## config.mk

```make
export PLATFORM = sky130hd
export DESIGN_NAME = ofd_decoder
export DESIGN_NICKNAME = d
export VERILOG_FILES = /design/src/ofd_pkg.sv /design/src/ofd_field_extract.sv /design/src/ofd_status_flags.sv /design/src/ofd_decoder.sv
export SDC_FILE = /design/constraint.sdc
export NUM_CORES = 1
export LEC_CHECK = 0
export BUFFER_PORTS_ARGS = -buffer_cell sky130_fd_sc_hd__buf_2
export CAP_MARGIN = 10
export CORE_MARGIN = 10
export CORE_UTILIZATION = 30
export CTS_BUF_LIST = sky130_fd_sc_hd__clkbuf_2
export DETAILED_ROUTE_END_ITERATION = 10
export GPL_TIMING_DRIVEN = 0
export PLACE_DENSITY = 0.57
export SLEW_MARGIN = 25
export SYNTH_ARGS = -nofsm -noshare
export SYNTH_HDL_FRONTEND = slang
export SYNTH_SLANG_ARGS = --single-unit
export TNS_END_PERCENT = 5
```

## constraint.sdc

```tcl
create_clock -name pclk -period 10.4 [get_ports pclk]
set_clock_uncertainty 0.05 [all_clocks]
set_input_delay 1.04 -clock pclk [delete_from_list [all_inputs] [get_ports pclk]]
set_output_delay 1.04 -clock pclk [all_outputs]
set_load 0.005 [all_outputs]
```

## src/ofd_pkg.sv

```systemverilog
`default_nettype none
package ofd_pkg;
  localparam int unsigned WORD_W = 16;
  localparam int unsigned PC_W = 21;
  localparam int unsigned FADDR_W = 12;
  localparam int unsigned BANK_W = 4;
  localparam int unsigned NFLAGS = 5;
  localparam int unsigned APB_AW = 8;

  // Register byte addresses
  localparam logic [7:0] REG_BANK = 8'h00;
  localparam logic [7:0] REG_TPTR = 8'h04;
  localparam logic [7:0] REG_STATUS = 8'h08;
  localparam logic [7:0] REG_PC = 8'h0c;
  localparam logic [7:0] REG_LAST = 8'h10;

  // Status flag positions
  localparam int unsigned FLG_C = 0;
  localparam int unsigned FLG_HC = 1;
  localparam int unsigned FLG_Z = 2;
  localparam int unsigned FLG_OVF = 3;
  localparam int unsigned FLG_N = 4;

  // Top nibble groups and sub-codes
  localparam logic [3:0] NIB_MISC = 4'h0;
  localparam logic [3:0] NIB_BYTE_LO = 4'h1;
  localparam logic [3:0] NIB_BYTE_HI = 4'h6;
  localparam logic [3:0] NIB_BIT_LO = 4'h7;
  localparam logic [3:0] NIB_BIT_HI = 4'hb;
  localparam logic [3:0] NIB_MOVFF = 4'hc;
  localparam logic [3:0] NIB_REL = 4'hd;
  localparam logic [3:0] NIB_EXT = 4'he;
  localparam logic [3:0] NIB_SECOND = 4'hf;
  localparam logic [3:0] EXT_CALL0 = 4'hc;
  localparam logic [3:0] EXT_CALL1 = 4'hd;
  localparam logic [3:0] EXT_GOTO = 4'hf;
  localparam logic [3:0] EXT_LFSR = 4'he;
  localparam logic [3:0] EXT_MOVSS = 4'hb;
  localparam logic [7:0] MISC_HI_ZERO = 8'h00;
  localparam logic [5:0] MISC_TBL = 6'h02;
  localparam logic [5:0] MISC_RET = 6'h04;
  localparam logic [7:0] ACCESS_SPLIT = 8'h60;
  localparam logic [3:0] ACCESS_HI_BANK = 4'hf;
  localparam logic [PC_W-1:0] PC_STEP = 21'h000002;
  localparam logic [PC_W-1:0] PC_RESET = 21'h000000;

  typedef enum logic [1:0] {TBL_KEEP, TBL_POST_INC, TBL_POST_DEC, TBL_PRE_INC} ofd_tbl_mode_t;
  typedef enum logic [1:0] {LIT_NONE, LIT_8, LIT_12, LIT_20} ofd_lit_w_t;
  typedef enum logic [3:0] {
    CL_OTHER, CL_BYTE, CL_BIT, CL_BRC, CL_BRA, CL_RCALL, CL_CALL, CL_GOTO,
    CL_MOVFF, CL_MOVSS, CL_LFSR, CL_LIT8, CL_TBL, CL_RET, CL_SECOND
  } ofd_class_t;

  // Access RAM ignores the bank selector; banked access prefixes it
  function automatic logic [FADDR_W-1:0] ofd_file_addr(input logic a, input logic [7:0] f,
                                                       input logic [BANK_W-1:0] bank);
    logic [BANK_W-1:0] hi;
    hi = '0;
    if (a) begin
      hi = bank;
    end else if (f >= ACCESS_SPLIT) begin
      hi = ACCESS_HI_BANK;
    end
    return {hi, f};
  endfunction

  function automatic logic [PC_W-1:0] ofd_rel_target(input logic [PC_W-1:0] pc,
                                                     input logic [PC_W-1:0] off);
    return pc + PC_STEP + {off[PC_W-2:0], 1'b0};
  endfunction
endpackage
`default_nettype wire

```

## src/ofd_field_extract.sv

```systemverilog
`timescale 1ns/1ps
`default_nettype none
module ofd_field_extract (
  input wire logic [15:0] word,
  output ofd_pkg::ofd_class_t cls,
  output logic [7:0] f8,
  output logic dest_sel,
  output logic access_sel,
  output logic [2:0] bit_num,
  output logic [1:0] ptr_sel,
  output logic [11:0] f12,
  output logic [7:0] k8,
  output logic [20:0] n8_ext,
  output logic [20:0] n11_ext,
  output logic [1:0] tbl_mode,
  output logic tbl_write,
  output logic fast_sel,
  output logic [6:0] z7,
  output logic [2:0] cond
);
  logic [3:0] nib;
  logic [3:0] sub;

  assign nib = word[15:12];
  assign sub = word[11:8];
  assign f8 = word[7:0];
  assign dest_sel = word[9];
  assign access_sel = word[8];
  assign bit_num = word[11:9];
  assign ptr_sel = word[5:4];
  assign f12 = word[11:0];
  assign k8 = word[7:0];
  assign n8_ext = {{13{word[7]}}, word[7:0]};
  assign n11_ext = {{10{word[10]}}, word[10:0]};
  assign tbl_mode = word[1:0];
  assign tbl_write = word[2];
  assign fast_sel = word[0];
  assign z7 = word[6:0];
  assign cond = word[10:8];

  // Only bits that select an operation are compared; don't-care bits are never looked at
  always_comb begin
    cls = ofd_pkg::CL_OTHER;
    if (nib == ofd_pkg::NIB_MISC) begin
      if (word[11]) begin
        cls = ofd_pkg::CL_LIT8;
      end else if (word[11:4] == ofd_pkg::MISC_HI_ZERO && word[3:2] == ofd_pkg::MISC_TBL[1:0]) begin
        cls = ofd_pkg::CL_TBL;
      end else if (word[11:4] == ofd_pkg::MISC_HI_ZERO && word[3:2] == ofd_pkg::MISC_TBL[1:0] + 2'h1) begin
        cls = ofd_pkg::CL_TBL;
      end else if (word[11:2] == {4'h0, ofd_pkg::MISC_RET}) begin
        cls = ofd_pkg::CL_RET;
      end
    end else if (nib >= ofd_pkg::NIB_BYTE_LO && nib <= ofd_pkg::NIB_BYTE_HI) begin
      cls = ofd_pkg::CL_BYTE;
    end else if (nib >= ofd_pkg::NIB_BIT_LO && nib <= ofd_pkg::NIB_BIT_HI) begin
      cls = ofd_pkg::CL_BIT;
    end else if (nib == ofd_pkg::NIB_MOVFF) begin
      cls = ofd_pkg::CL_MOVFF;
    end else if (nib == ofd_pkg::NIB_REL) begin
      cls = word[11] ? ofd_pkg::CL_RCALL : ofd_pkg::CL_BRA;
    end else if (nib == ofd_pkg::NIB_EXT) begin
      if (!word[11]) begin
        cls = ofd_pkg::CL_BRC;
      end else if (sub == ofd_pkg::EXT_CALL0 || sub == ofd_pkg::EXT_CALL1) begin
        cls = ofd_pkg::CL_CALL;
      end else if (sub == ofd_pkg::EXT_GOTO) begin
        cls = ofd_pkg::CL_GOTO;
      end else if (sub == ofd_pkg::EXT_LFSR && word[7:6] == 2'h0) begin
        cls = ofd_pkg::CL_LFSR;
      end else if (sub == ofd_pkg::EXT_MOVSS && word[7]) begin
        cls = ofd_pkg::CL_MOVSS;
      end
    end else if (nib == ofd_pkg::NIB_SECOND) begin
      cls = ofd_pkg::CL_SECOND;
    end
  end
endmodule
`default_nettype wire

```

## src/ofd_status_flags.sv

```systemverilog
`timescale 1ns/1ps
`default_nettype none
module ofd_status_flags (
  input wire logic pclk,
  input wire logic presetn,
  input wire logic clk_en,
  input wire logic [4:0] upd_mask,
  input wire logic [4:0] upd_val,
  input wire logic [2:0] cond,
  output logic [4:0] flags,
  output logic cond_true
);
  typedef struct packed {
    logic [4:0] flags;
  } ofd_flag_state_t;

  ofd_flag_state_t st_q;
  ofd_flag_state_t st_d;
  logic sel;

  // Each flag follows the result only where the instruction says it is affected
  always_comb begin
    st_d = st_q;
    st_d.flags = (st_q.flags & ~upd_mask) | (upd_val & upd_mask);
  end

  // Pairs: zero, carry, overflow, negative; odd code is the inverted test
  always_comb begin
    sel = 1'b0;
    case (cond[2:1])
      2'h0: sel = st_q.flags[ofd_pkg::FLG_Z];
      2'h1: sel = st_q.flags[ofd_pkg::FLG_C];
      2'h2: sel = st_q.flags[ofd_pkg::FLG_OVF];
      default: sel = st_q.flags[ofd_pkg::FLG_N];
    endcase
  end

  assign cond_true = sel ^ cond[0];
  assign flags = st_q.flags;

  always_ff @(posedge pclk or negedge presetn) begin
    if (!presetn) begin
      st_q <= '0;
    end else if (clk_en) begin
      st_q <= st_d;
    end
  end
endmodule
`default_nettype wire

```

## src/ofd_decoder.sv

```systemverilog
`timescale 1ns/1ps
`default_nettype none
module ofd_decoder #(
  parameter int unsigned BANK_W = ofd_pkg::BANK_W
) (
  input wire logic pclk,
  input wire logic presetn,
  input wire logic clk_en,
  input wire logic psel,
  input wire logic penable,
  input wire logic pwrite,
  input wire logic [7:0] paddr,
  input wire logic [31:0] pwdata,
  output logic [31:0] prdata,
  output logic pready,
  output logic pslverr,
  input wire logic instr_valid,
  input wire logic [15:0] instr_word,
  output logic instr_ready,
  input wire logic [20:0] return_stack_top,
  input wire logic [4:0] alu_flag_mask,
  input wire logic [4:0] alu_flag_val,
  output logic dec_valid,
  output logic dec_nop,
  output ofd_pkg::ofd_class_t dec_class,
  output logic [11:0] file_addr,
  output logic dest_to_acc,
  output logic [7:0] bit_mask,
  output logic [1:0] indirect_sel,
  output logic [11:0] src_addr,
  output logic [11:0] dst_addr,
  output logic [19:0] literal,
  output ofd_pkg::ofd_lit_w_t literal_width,
  output logic [20:0] table_addr,
  output ofd_pkg::ofd_tbl_mode_t table_mode,
  output logic table_write,
  output logic shadow_save,
  output logic shadow_restore,
  output logic [6:0] src_offset,
  output logic [6:0] dst_offset,
  output logic [20:0] pc_out,
  output logic [4:0] alu_flags
);
  typedef enum logic [1:0] {S_FIRST, S_SECOND, S_FLUSH} ofd_fsm_t;

  typedef struct packed {
    ofd_fsm_t fsm;
    logic [20:0] pc;
    logic [BANK_W-1:0] bank;
    logic [20:0] tptr;
    logic [15:0] w1;
    ofd_pkg::ofd_class_t cls1;
    logic [15:0] last;
    logic dec_valid;
    logic dec_nop;
    ofd_pkg::ofd_class_t dec_class;
    logic [11:0] file_addr;
    logic dest_to_acc;
    logic [7:0] bit_mask;
    logic [1:0] indirect_sel;
    logic [11:0] src_addr;
    logic [11:0] dst_addr;
    logic [19:0] literal;
    ofd_pkg::ofd_lit_w_t literal_width;
    logic [20:0] table_addr;
    ofd_pkg::ofd_tbl_mode_t table_mode;
    logic table_write;
    logic shadow_save;
    logic shadow_restore;
    logic [6:0] src_offset;
    logic [6:0] dst_offset;
    logic [31:0] rdata;
    logic slverr;
  } ofd_state_t;

  ofd_state_t st_q;
  ofd_state_t st_d;

  ofd_pkg::ofd_class_t x_cls;
  logic [7:0] x_f8;
  logic x_dest;
  logic x_access;
  logic [2:0] x_bit;
  logic [11:0] x_f12;
  logic [7:0] x_k8;
  logic [20:0] x_n8;
  logic [20:0] x_n11;
  logic [1:0] x_tbl;
  logic x_tblw;
  logic x_fast;
  logic [6:0] x_z7;
  logic [2:0] x_cond;
  logic cond_true;
  logic take;
  logic apb_access;

  ofd_field_extract u_extract (
    .word(instr_word),
    .cls(x_cls),
    .f8(x_f8),
    .dest_sel(x_dest),
    .access_sel(x_access),
    .bit_num(x_bit),
    .ptr_sel(),
    .f12(x_f12),
    .k8(x_k8),
    .n8_ext(x_n8),
    .n11_ext(x_n11),
    .tbl_mode(x_tbl),
    .tbl_write(x_tblw),
    .fast_sel(x_fast),
    .z7(x_z7),
    .cond(x_cond)
  );

  ofd_status_flags u_flags (
    .pclk(pclk),
    .presetn(presetn),
    .clk_en(clk_en),
    .upd_mask(alu_flag_mask),
    .upd_val(alu_flag_val),
    .cond(x_cond),
    .flags(alu_flags),
    .cond_true(cond_true)
  );

  assign instr_ready = clk_en && st_q.fsm != S_FLUSH;
  assign take = instr_valid && instr_ready;
  assign apb_access = psel && penable && clk_en;

  always_comb begin
    st_d = st_q;
    st_d.dec_valid = 1'b0;
    st_d.shadow_save = 1'b0;
    st_d.shadow_restore = 1'b0;
    case (st_q.fsm)
      S_FLUSH: begin
        // Second cycle of a flow change: a bubble, no word consumed
        st_d.dec_valid = 1'b1;
        st_d.dec_nop = 1'b1;
        st_d.dec_class = ofd_pkg::CL_OTHER;
        st_d.fsm = S_FIRST;
      end
      S_FIRST: begin
        if (take) begin
          st_d.last = instr_word;
          st_d.pc = st_q.pc + ofd_pkg::PC_STEP;
          st_d.dec_class = x_cls;
          st_d.dec_nop = 1'b0;
          st_d.literal_width = ofd_pkg::LIT_NONE;
          st_d.dec_valid = 1'b1;
          case (x_cls)
            ofd_pkg::CL_BYTE: begin
              st_d.file_addr = ofd_pkg::ofd_file_addr(x_access, x_f8, 4'(st_q.bank));
              st_d.dest_to_acc = !x_dest;
            end
            ofd_pkg::CL_BIT: begin
              st_d.file_addr = ofd_pkg::ofd_file_addr(x_access, x_f8, 4'(st_q.bank));
              st_d.bit_mask = 8'h01 << x_bit;
            end
            ofd_pkg::CL_LIT8: begin
              st_d.literal = {12'h000, x_k8};
              st_d.literal_width = ofd_pkg::LIT_8;
            end
            ofd_pkg::CL_BRC: begin
              if (cond_true) begin
                st_d.pc = ofd_pkg::ofd_rel_target(st_q.pc, x_n8);
                st_d.fsm = S_FLUSH;
              end
            end
            ofd_pkg::CL_BRA, ofd_pkg::CL_RCALL: begin
              st_d.pc = ofd_pkg::ofd_rel_target(st_q.pc, x_n11);
              st_d.fsm = S_FLUSH;
            end
            ofd_pkg::CL_RET: begin
              st_d.pc = return_stack_top;
              st_d.shadow_restore = x_fast;
              st_d.fsm = S_FLUSH;
            end
            ofd_pkg::CL_TBL: begin
              st_d.table_mode = ofd_pkg::ofd_tbl_mode_t'(x_tbl);
              st_d.table_write = x_tblw;
              st_d.table_addr = st_q.tptr;
              // Pre-increment presents the bumped pointer in the same slot
              case (ofd_pkg::ofd_tbl_mode_t'(x_tbl))
                ofd_pkg::TBL_POST_INC: st_d.tptr = st_q.tptr + 21'h1;
                ofd_pkg::TBL_POST_DEC: st_d.tptr = st_q.tptr - 21'h1;
                ofd_pkg::TBL_PRE_INC: begin
                  st_d.tptr = st_q.tptr + 21'h1;
                  st_d.table_addr = st_q.tptr + 21'h1;
                end
                default: st_d.tptr = st_q.tptr;
              endcase
            end
            ofd_pkg::CL_CALL, ofd_pkg::CL_GOTO, ofd_pkg::CL_MOVFF,
            ofd_pkg::CL_MOVSS, ofd_pkg::CL_LFSR: begin
              // First half of a two-word operation; output waits for the second word
              st_d.dec_valid = 1'b0;
              st_d.w1 = instr_word;
              st_d.cls1 = x_cls;
              st_d.fsm = S_SECOND;
            end
            ofd_pkg::CL_SECOND: begin
              st_d.dec_nop = 1'b1;
            end
            default: begin
              st_d.dec_nop = 1'b0;
            end
          endcase
        end
      end
      S_SECOND: begin
        if (take) begin
          st_d.last = instr_word;
          st_d.pc = st_q.pc + ofd_pkg::PC_STEP;
          st_d.dec_valid = 1'b1;
          st_d.dec_nop = 1'b0;
          st_d.dec_class = st_q.cls1;
          st_d.fsm = S_FIRST;
          case (st_q.cls1)
            ofd_pkg::CL_MOVFF: begin
              st_d.src_addr = st_q.w1[11:0];
              st_d.dst_addr = x_f12;
            end
            ofd_pkg::CL_MOVSS: begin
              // Upper bits of the second word are don't-care
              st_d.src_offset = st_q.w1[6:0];
              st_d.dst_offset = x_z7;
            end
            ofd_pkg::CL_LFSR: begin
              st_d.indirect_sel = st_q.w1[5:4];
              st_d.literal = {8'h00, st_q.w1[3:0], x_k8};
              st_d.literal_width = ofd_pkg::LIT_12;
            end
            ofd_pkg::CL_CALL, ofd_pkg::CL_GOTO: begin
              st_d.literal = {x_f12, st_q.w1[7:0]};
              st_d.literal_width = ofd_pkg::LIT_20;
              st_d.pc = {x_f12, st_q.w1[7:0], 1'b0};
              st_d.shadow_save = st_q.cls1 == ofd_pkg::CL_CALL && st_q.w1[8];
              st_d.fsm = S_FLUSH;
            end
            default: begin
              st_d.dec_nop = 1'b1;
            end
          endcase
          if (x_cls != ofd_pkg::CL_SECOND && st_q.cls1 != ofd_pkg::CL_MOVSS) begin
            // Second word lacks its marker (except after MOVSS): treat the pair as a no-op rather than guess
            st_d.dec_nop = 1'b1;
            st_d.pc = st_q.pc + ofd_pkg::PC_STEP;
            st_d.fsm = S_FIRST;
          end
        end
      end
      default: st_d.fsm = S_FIRST;
    endcase

    // Register file; software writes land after the core update so they win
    st_d.slverr = 1'b0;
    st_d.rdata = '0;
    if (psel && !penable) begin
      if (paddr == ofd_pkg::REG_BANK) begin
        st_d.rdata = 32'(st_q.bank);
      end else if (paddr == ofd_pkg::REG_TPTR) begin
        st_d.rdata = 32'(st_q.tptr);
      end else if (paddr == ofd_pkg::REG_STATUS) begin
        st_d.rdata = {24'h000000, 1'b0, st_q.fsm, alu_flags};
      end else if (paddr == ofd_pkg::REG_PC) begin
        st_d.rdata = 32'(st_q.pc);
      end else if (paddr == ofd_pkg::REG_LAST) begin
        st_d.rdata = 32'(st_q.last);
      end else begin
        st_d.slverr = 1'b1;
      end
    end else if (apb_access) begin
      st_d.rdata = st_q.rdata;
      st_d.slverr = st_q.slverr;
      if (pwrite) begin
        if (paddr == ofd_pkg::REG_BANK) begin
          st_d.bank = pwdata[BANK_W-1:0];
        end else if (paddr == ofd_pkg::REG_TPTR) begin
          st_d.tptr = pwdata[20:0];
        end else if (paddr == ofd_pkg::REG_PC) begin
          // Forces the sequencer back to a first word; a pending pair is dropped
          st_d.pc = {pwdata[20:1], 1'b0};
          st_d.fsm = S_FIRST;
        end
      end
    end
  end

  always_ff @(posedge pclk or negedge presetn) begin
    if (!presetn) begin
      st_q <= '0;
      st_q.pc <= ofd_pkg::PC_RESET;
      st_q.fsm <= S_FIRST;
    end else if (clk_en) begin
      st_q <= st_d;
    end
  end

  // Zero-wait slave: read data is captured in setup, shown in access
  assign pready = 1'b1;
  assign prdata = st_q.rdata;
  assign pslverr = st_q.slverr && psel && penable;
  assign dec_valid = st_q.dec_valid;
  assign dec_nop = st_q.dec_nop;
  assign dec_class = st_q.dec_class;
  assign file_addr = st_q.file_addr;
  assign dest_to_acc = st_q.dest_to_acc;
  assign bit_mask = st_q.bit_mask;
  assign indirect_sel = st_q.indirect_sel;
  assign src_addr = st_q.src_addr;
  assign dst_addr = st_q.dst_addr;
  assign literal = st_q.literal;
  assign literal_width = st_q.literal_width;
  assign table_addr = st_q.table_addr;
  assign table_mode = st_q.table_mode;
  assign table_write = st_q.table_write;
  assign shadow_save = st_q.shadow_save;
  assign shadow_restore = st_q.shadow_restore;
  assign src_offset = st_q.src_offset;
  assign dst_offset = st_q.dst_offset;
  assign pc_out = st_q.pc;
endmodule
`default_nettype wire

```

==> impl_metrics.tcl <==
set metrics [dict create \
    antenna_found_initial 6 \
    min_from "pwdata[6]" \
    synth.distinct_cells 78 \
    pre_cts_ws_ps 5280 \
    startpoint_type "register" \
    path_max_fanout 7 \
    drc 0 \
    core_um2 49200 \
    wire_per_inst_um 21.7 \
    nFillCells 5229 \
    fmax_ghz 0.198 \
    netSwitchingPower_w 0.00148 \
    first_pass_iters 5 \
    synth_top_area_share_pct 37.1 \
    die_w_um 244 \
    grt_overflow 0 \
    cp.arrival_ps 5710 \
    die_area_um2 59300 \
    ios 270 \
    synthFlopType "dfrtp_1" \
    rsz0062_at_grt "false" \
    dp_hpwl_um 48200 \
    wirelength_um 61600 \
    syn_to_final_growth_pct 18.6 \
    track_usage_pct 20.1 \
    multi_input_area_um2 7660 \
    ys_seq_elements 222 \
    reg2reg_to "pc_out[20]" \
    hold_path_depth 3 \
    drive_gt1_share_pct 26.8 \
    avgViaCountPerCell 5.19 \
    start_util_pct 30.5 \
    synth_enable_flop_cells 0 \
    die_y_um 244 \
    clock_path_buffers 3 \
    htree_levels 3 \
    async_flop_share_pct 100 \
    yosysTopAreaCell "dfrtp_1" \
    vias 14700 \
    post-route-min-period_ps 5060 \
    drv_cap 0 \
    clkPwrFrac_pct 20.0 \
    p_leak_nw 8.37 \
    cts.sinks 222 \
    p_seq_share_pct 35.3 \
    rows 81 \
    grt_max_degree 93 \
    portBuffers 242 \
    cp_slowest_cell "nor4_1" \
    crit_path_cell_trace "clkbuf_1 -> nand4_1 -> nor4_1 -> nand3_1 -> xnor2_1 -> ha_1 -> a21oi_1 -> o21ai_0 -> a211oi_1 -> o21ai_0 -> a211o_1 -> a21o_1 -> a31oi_1 -> a32oi_1" \
    regToRegStartpoint "pc_out[3]" \
    relSlewSlack_pct 28.9 \
    hold_class "in2reg" \
    cts_resized 0 \
    setup_ws_ps 5340 \
    end_kind "register" \
    finalHoldViolCount 0 \
    seq_area_frac_synth_pct 37.1 \
    cts_tree "done" \
    crit_type "reg2reg" \
    worst_slew_pin_slew_ps 1060 \
    r2r_slack_ps 5340 \
    antenna_left 0 \
    p_per_area_nw_per_um2 196 \
    min_to "pc_out[6]" \
    grt_pass1_vias 14800 \
    clock_latency_ps 960 \
    final_net_count 2249 \
    power_frac_comb_pct 44.8 \
    outcome "complete, no violations" \
    clkTransAtPathRegs_ps 90 \
    post-route-period-util_pct 48.6 \
    finalSetupTns_ps 0 \
    yosysWarnings 0 \
    cp_common_cell "o21ai_0" \
    r2r_cells 14 \
    setup_violations 0 \
    cp.required_ps 11050 \
    vdd_ir_drop_max_mv 0.0579 \
    gp_congestion 0.907 \
    root_buffer "clkbuf_2" \
    grt_pass1_wl_um 91900 \
    ff_latch_area_um2 5560 \
    p_sw_share_pct 42.4 \
    p_int_w 0.00201 \
    cp_slowest_stage_delay_ps 680 \
    drt_iter0_drc 1170 \
    slew_viol_final 0 \
    netlist_instances 1798 \
    cts_buffers 66 \
    syn_area_um2 15000 \
    synth.avg_cell_area_um2 8.34 \
    synth_area_leaders "dfrtp_1 37%, buf_4 8.2%, nand2_1 7.2%, o21ai_0 5.1%, a21oi_1 4.2%" \
]
## Yosys cell counts (all sizes together) (14+ instances only)
master  number
dfrtp      222
mux2i       19
nand3       54
inv         43
clkbuf     100
nor3        43
a22oi       16
o31ai       14
nand4       16
xor2        31
ha          33
nand2      289
buf        173
nor4        14
and3        16
nor2       112
a21oi      125
xnor2       51
mux2        52
a221oi      14
o21ai      155
## sequential cells by signal, summed over array words and instances, names as in the netlist, named ones only
| name | count |
|---|---|
| shadow_restore | 1 |
| dest_to_acc | 1 |
| src_addr | 12 |
| dec_nop | 1 |
| dec_class | 4 |
| src_offset | 7 |
| prdata | 21 |
| dst_addr | 12 |
| file_addr | 12 |
| st_q | 60 |
| shadow_save | 1 |
| bit_mask | 8 |
| dec_valid | 1 |
| table_mode | 2 |
| dst_offset | 7 |
| table_write | 1 |
| table_addr | 21 |
| literal_width | 2 |
| pc_out | 21 |
| literal | 20 |
| indirect_sel | 2 |
## what timing repair did
| item | 4_1_cts | 5_1_grt |
|---|---|---|
| endpoints found under the setup margin | 0 | 0 |
| buffers inserted | 0 | 0 |
| endpoints found under the hold margin | 23 | 0 |
| hold buffers | 1 | 0 |
## cells in the final DEF, fill, tap and decap left out, drive strengths merged, types with 16 or more instances in the layout
| cell | count |
|---|---|
| nand3 | 54 |
| nor3 | 43 |
| xor2 | 31 |
| ha | 33 |
| clkbuf | 193 |
| nand2 | 289 |
| and3 | 16 |
| xnor2 | 51 |
| nor2 | 112 |
| inv | 45 |
| a22oi | 16 |
| mux2i | 19 |
| a21oi | 125 |
| mux2 | 52 |
| nand4 | 16 |
| dfrtp | 222 |
| o21ai | 155 |
| buf | 417 |
## cells by family (layout without fill, tap and decap cells)
logic type                 count (synthesis)  after routing  share of synthesized area (%)
and+or+nand+nor                          611            611                           18.5
AOI/OAI and AO/OA                        458            458                           19.2
buffers and inverters                    317            674                           12.1
DFF                                      222            222                           37.1
xor gates and xnor gates                  82             82                           4.79
muxes                                     72             72                           5.33
adders and majority gates                 34             34                           2.89
other                                      2             19                         0.0501
## final cells by class
type | instances | area share (%)
Antenna cell | 7 | 0.0986
Buffer | 273 | 9.30
Clock buffer | 93 | 2.62
Tap cell | 664 | 4.67
Multi-Input combinational cell | 1269 | 43.1
Inverter | 44 | 0.929
Timing Repair Buffer | 245 | 7.24
Clock inverter | 19 | 0.774
Sequential cell | 222 | 31.3
## worst max path at each step
| stage | startpoint | to | slack, ps | cells after the start |
|---|---|---|---|---|
| after floorplan | pc_out[3] | pc_out[20] | 6680 | 14 |
| after global placement | presetn | bit_mask[5] | 4300 | 1 |
| after detailed placement | instr_word[10] | pc_out[11] | 5280 | 9 |
| after CTS | pc_out[3] | pc_out[20] | 5340 | 14 |
| after global routing | pc_out[3] | pc_out[20] | 4910 | 14 |
| final | pc_out[3] | pc_out[20] | 5340 | 14 |
## metal layers
layer / part of all wire (%) / track usage [%] / up-vias
li1: - / - / 6886
met1: 43 / 25.7 / 7093
met2: 47 / 32.7 / 621
met3: 7.1 / 4.31 / 110
met4: 2.8 / 7.05 / 4
met5: 0.034 / 0 / -
## stage by stage
step / hold slack [ps] / total power, W / util (%) / cells / cell area (µm²)
6_report: 308 / 0.00348 / 36.2 / 2836 / 17800
4_1_cts: 241 / 0.00349 / 36.1 / 2829 / 17800
5_1_grt: 247 / 0.00372 / 36.1 / 2833 / 17800
3_3_place_gp: 413 / 0.00276 / 34.7 / 2714 / 17100
2_1_floorplan: 392 / 0.00220 / - / 1808 / 15000
3_5_place_dp: 410 / 0.00279 / 34.9 / 2716 / 17100
## power by group through the flow
stage	logic [W]	clock network (W)	registers (W)
global route	0.00171	0.000763	0.00125
global placement	0.00153	0	0.00124
CTS	0.00155	0.000716	0.00122
floorplan	0.00105	0	0.00115
finish	0.00156	0.000696	0.00123
detailed placement	0.00155	0	0.00124
## worst max-delay path, delay by kind of cell (launching register included)
family                     cells  cell delay (ps)
buffers and inverters          1              340
AOI/OAI and AO/OA              8             1750
DFF                            1              410
and+or+nand+nor                3             1210
adders and majority gates      1              430
xor gates and xnor gates       1              610
Power figures use the tool's default switching activity.
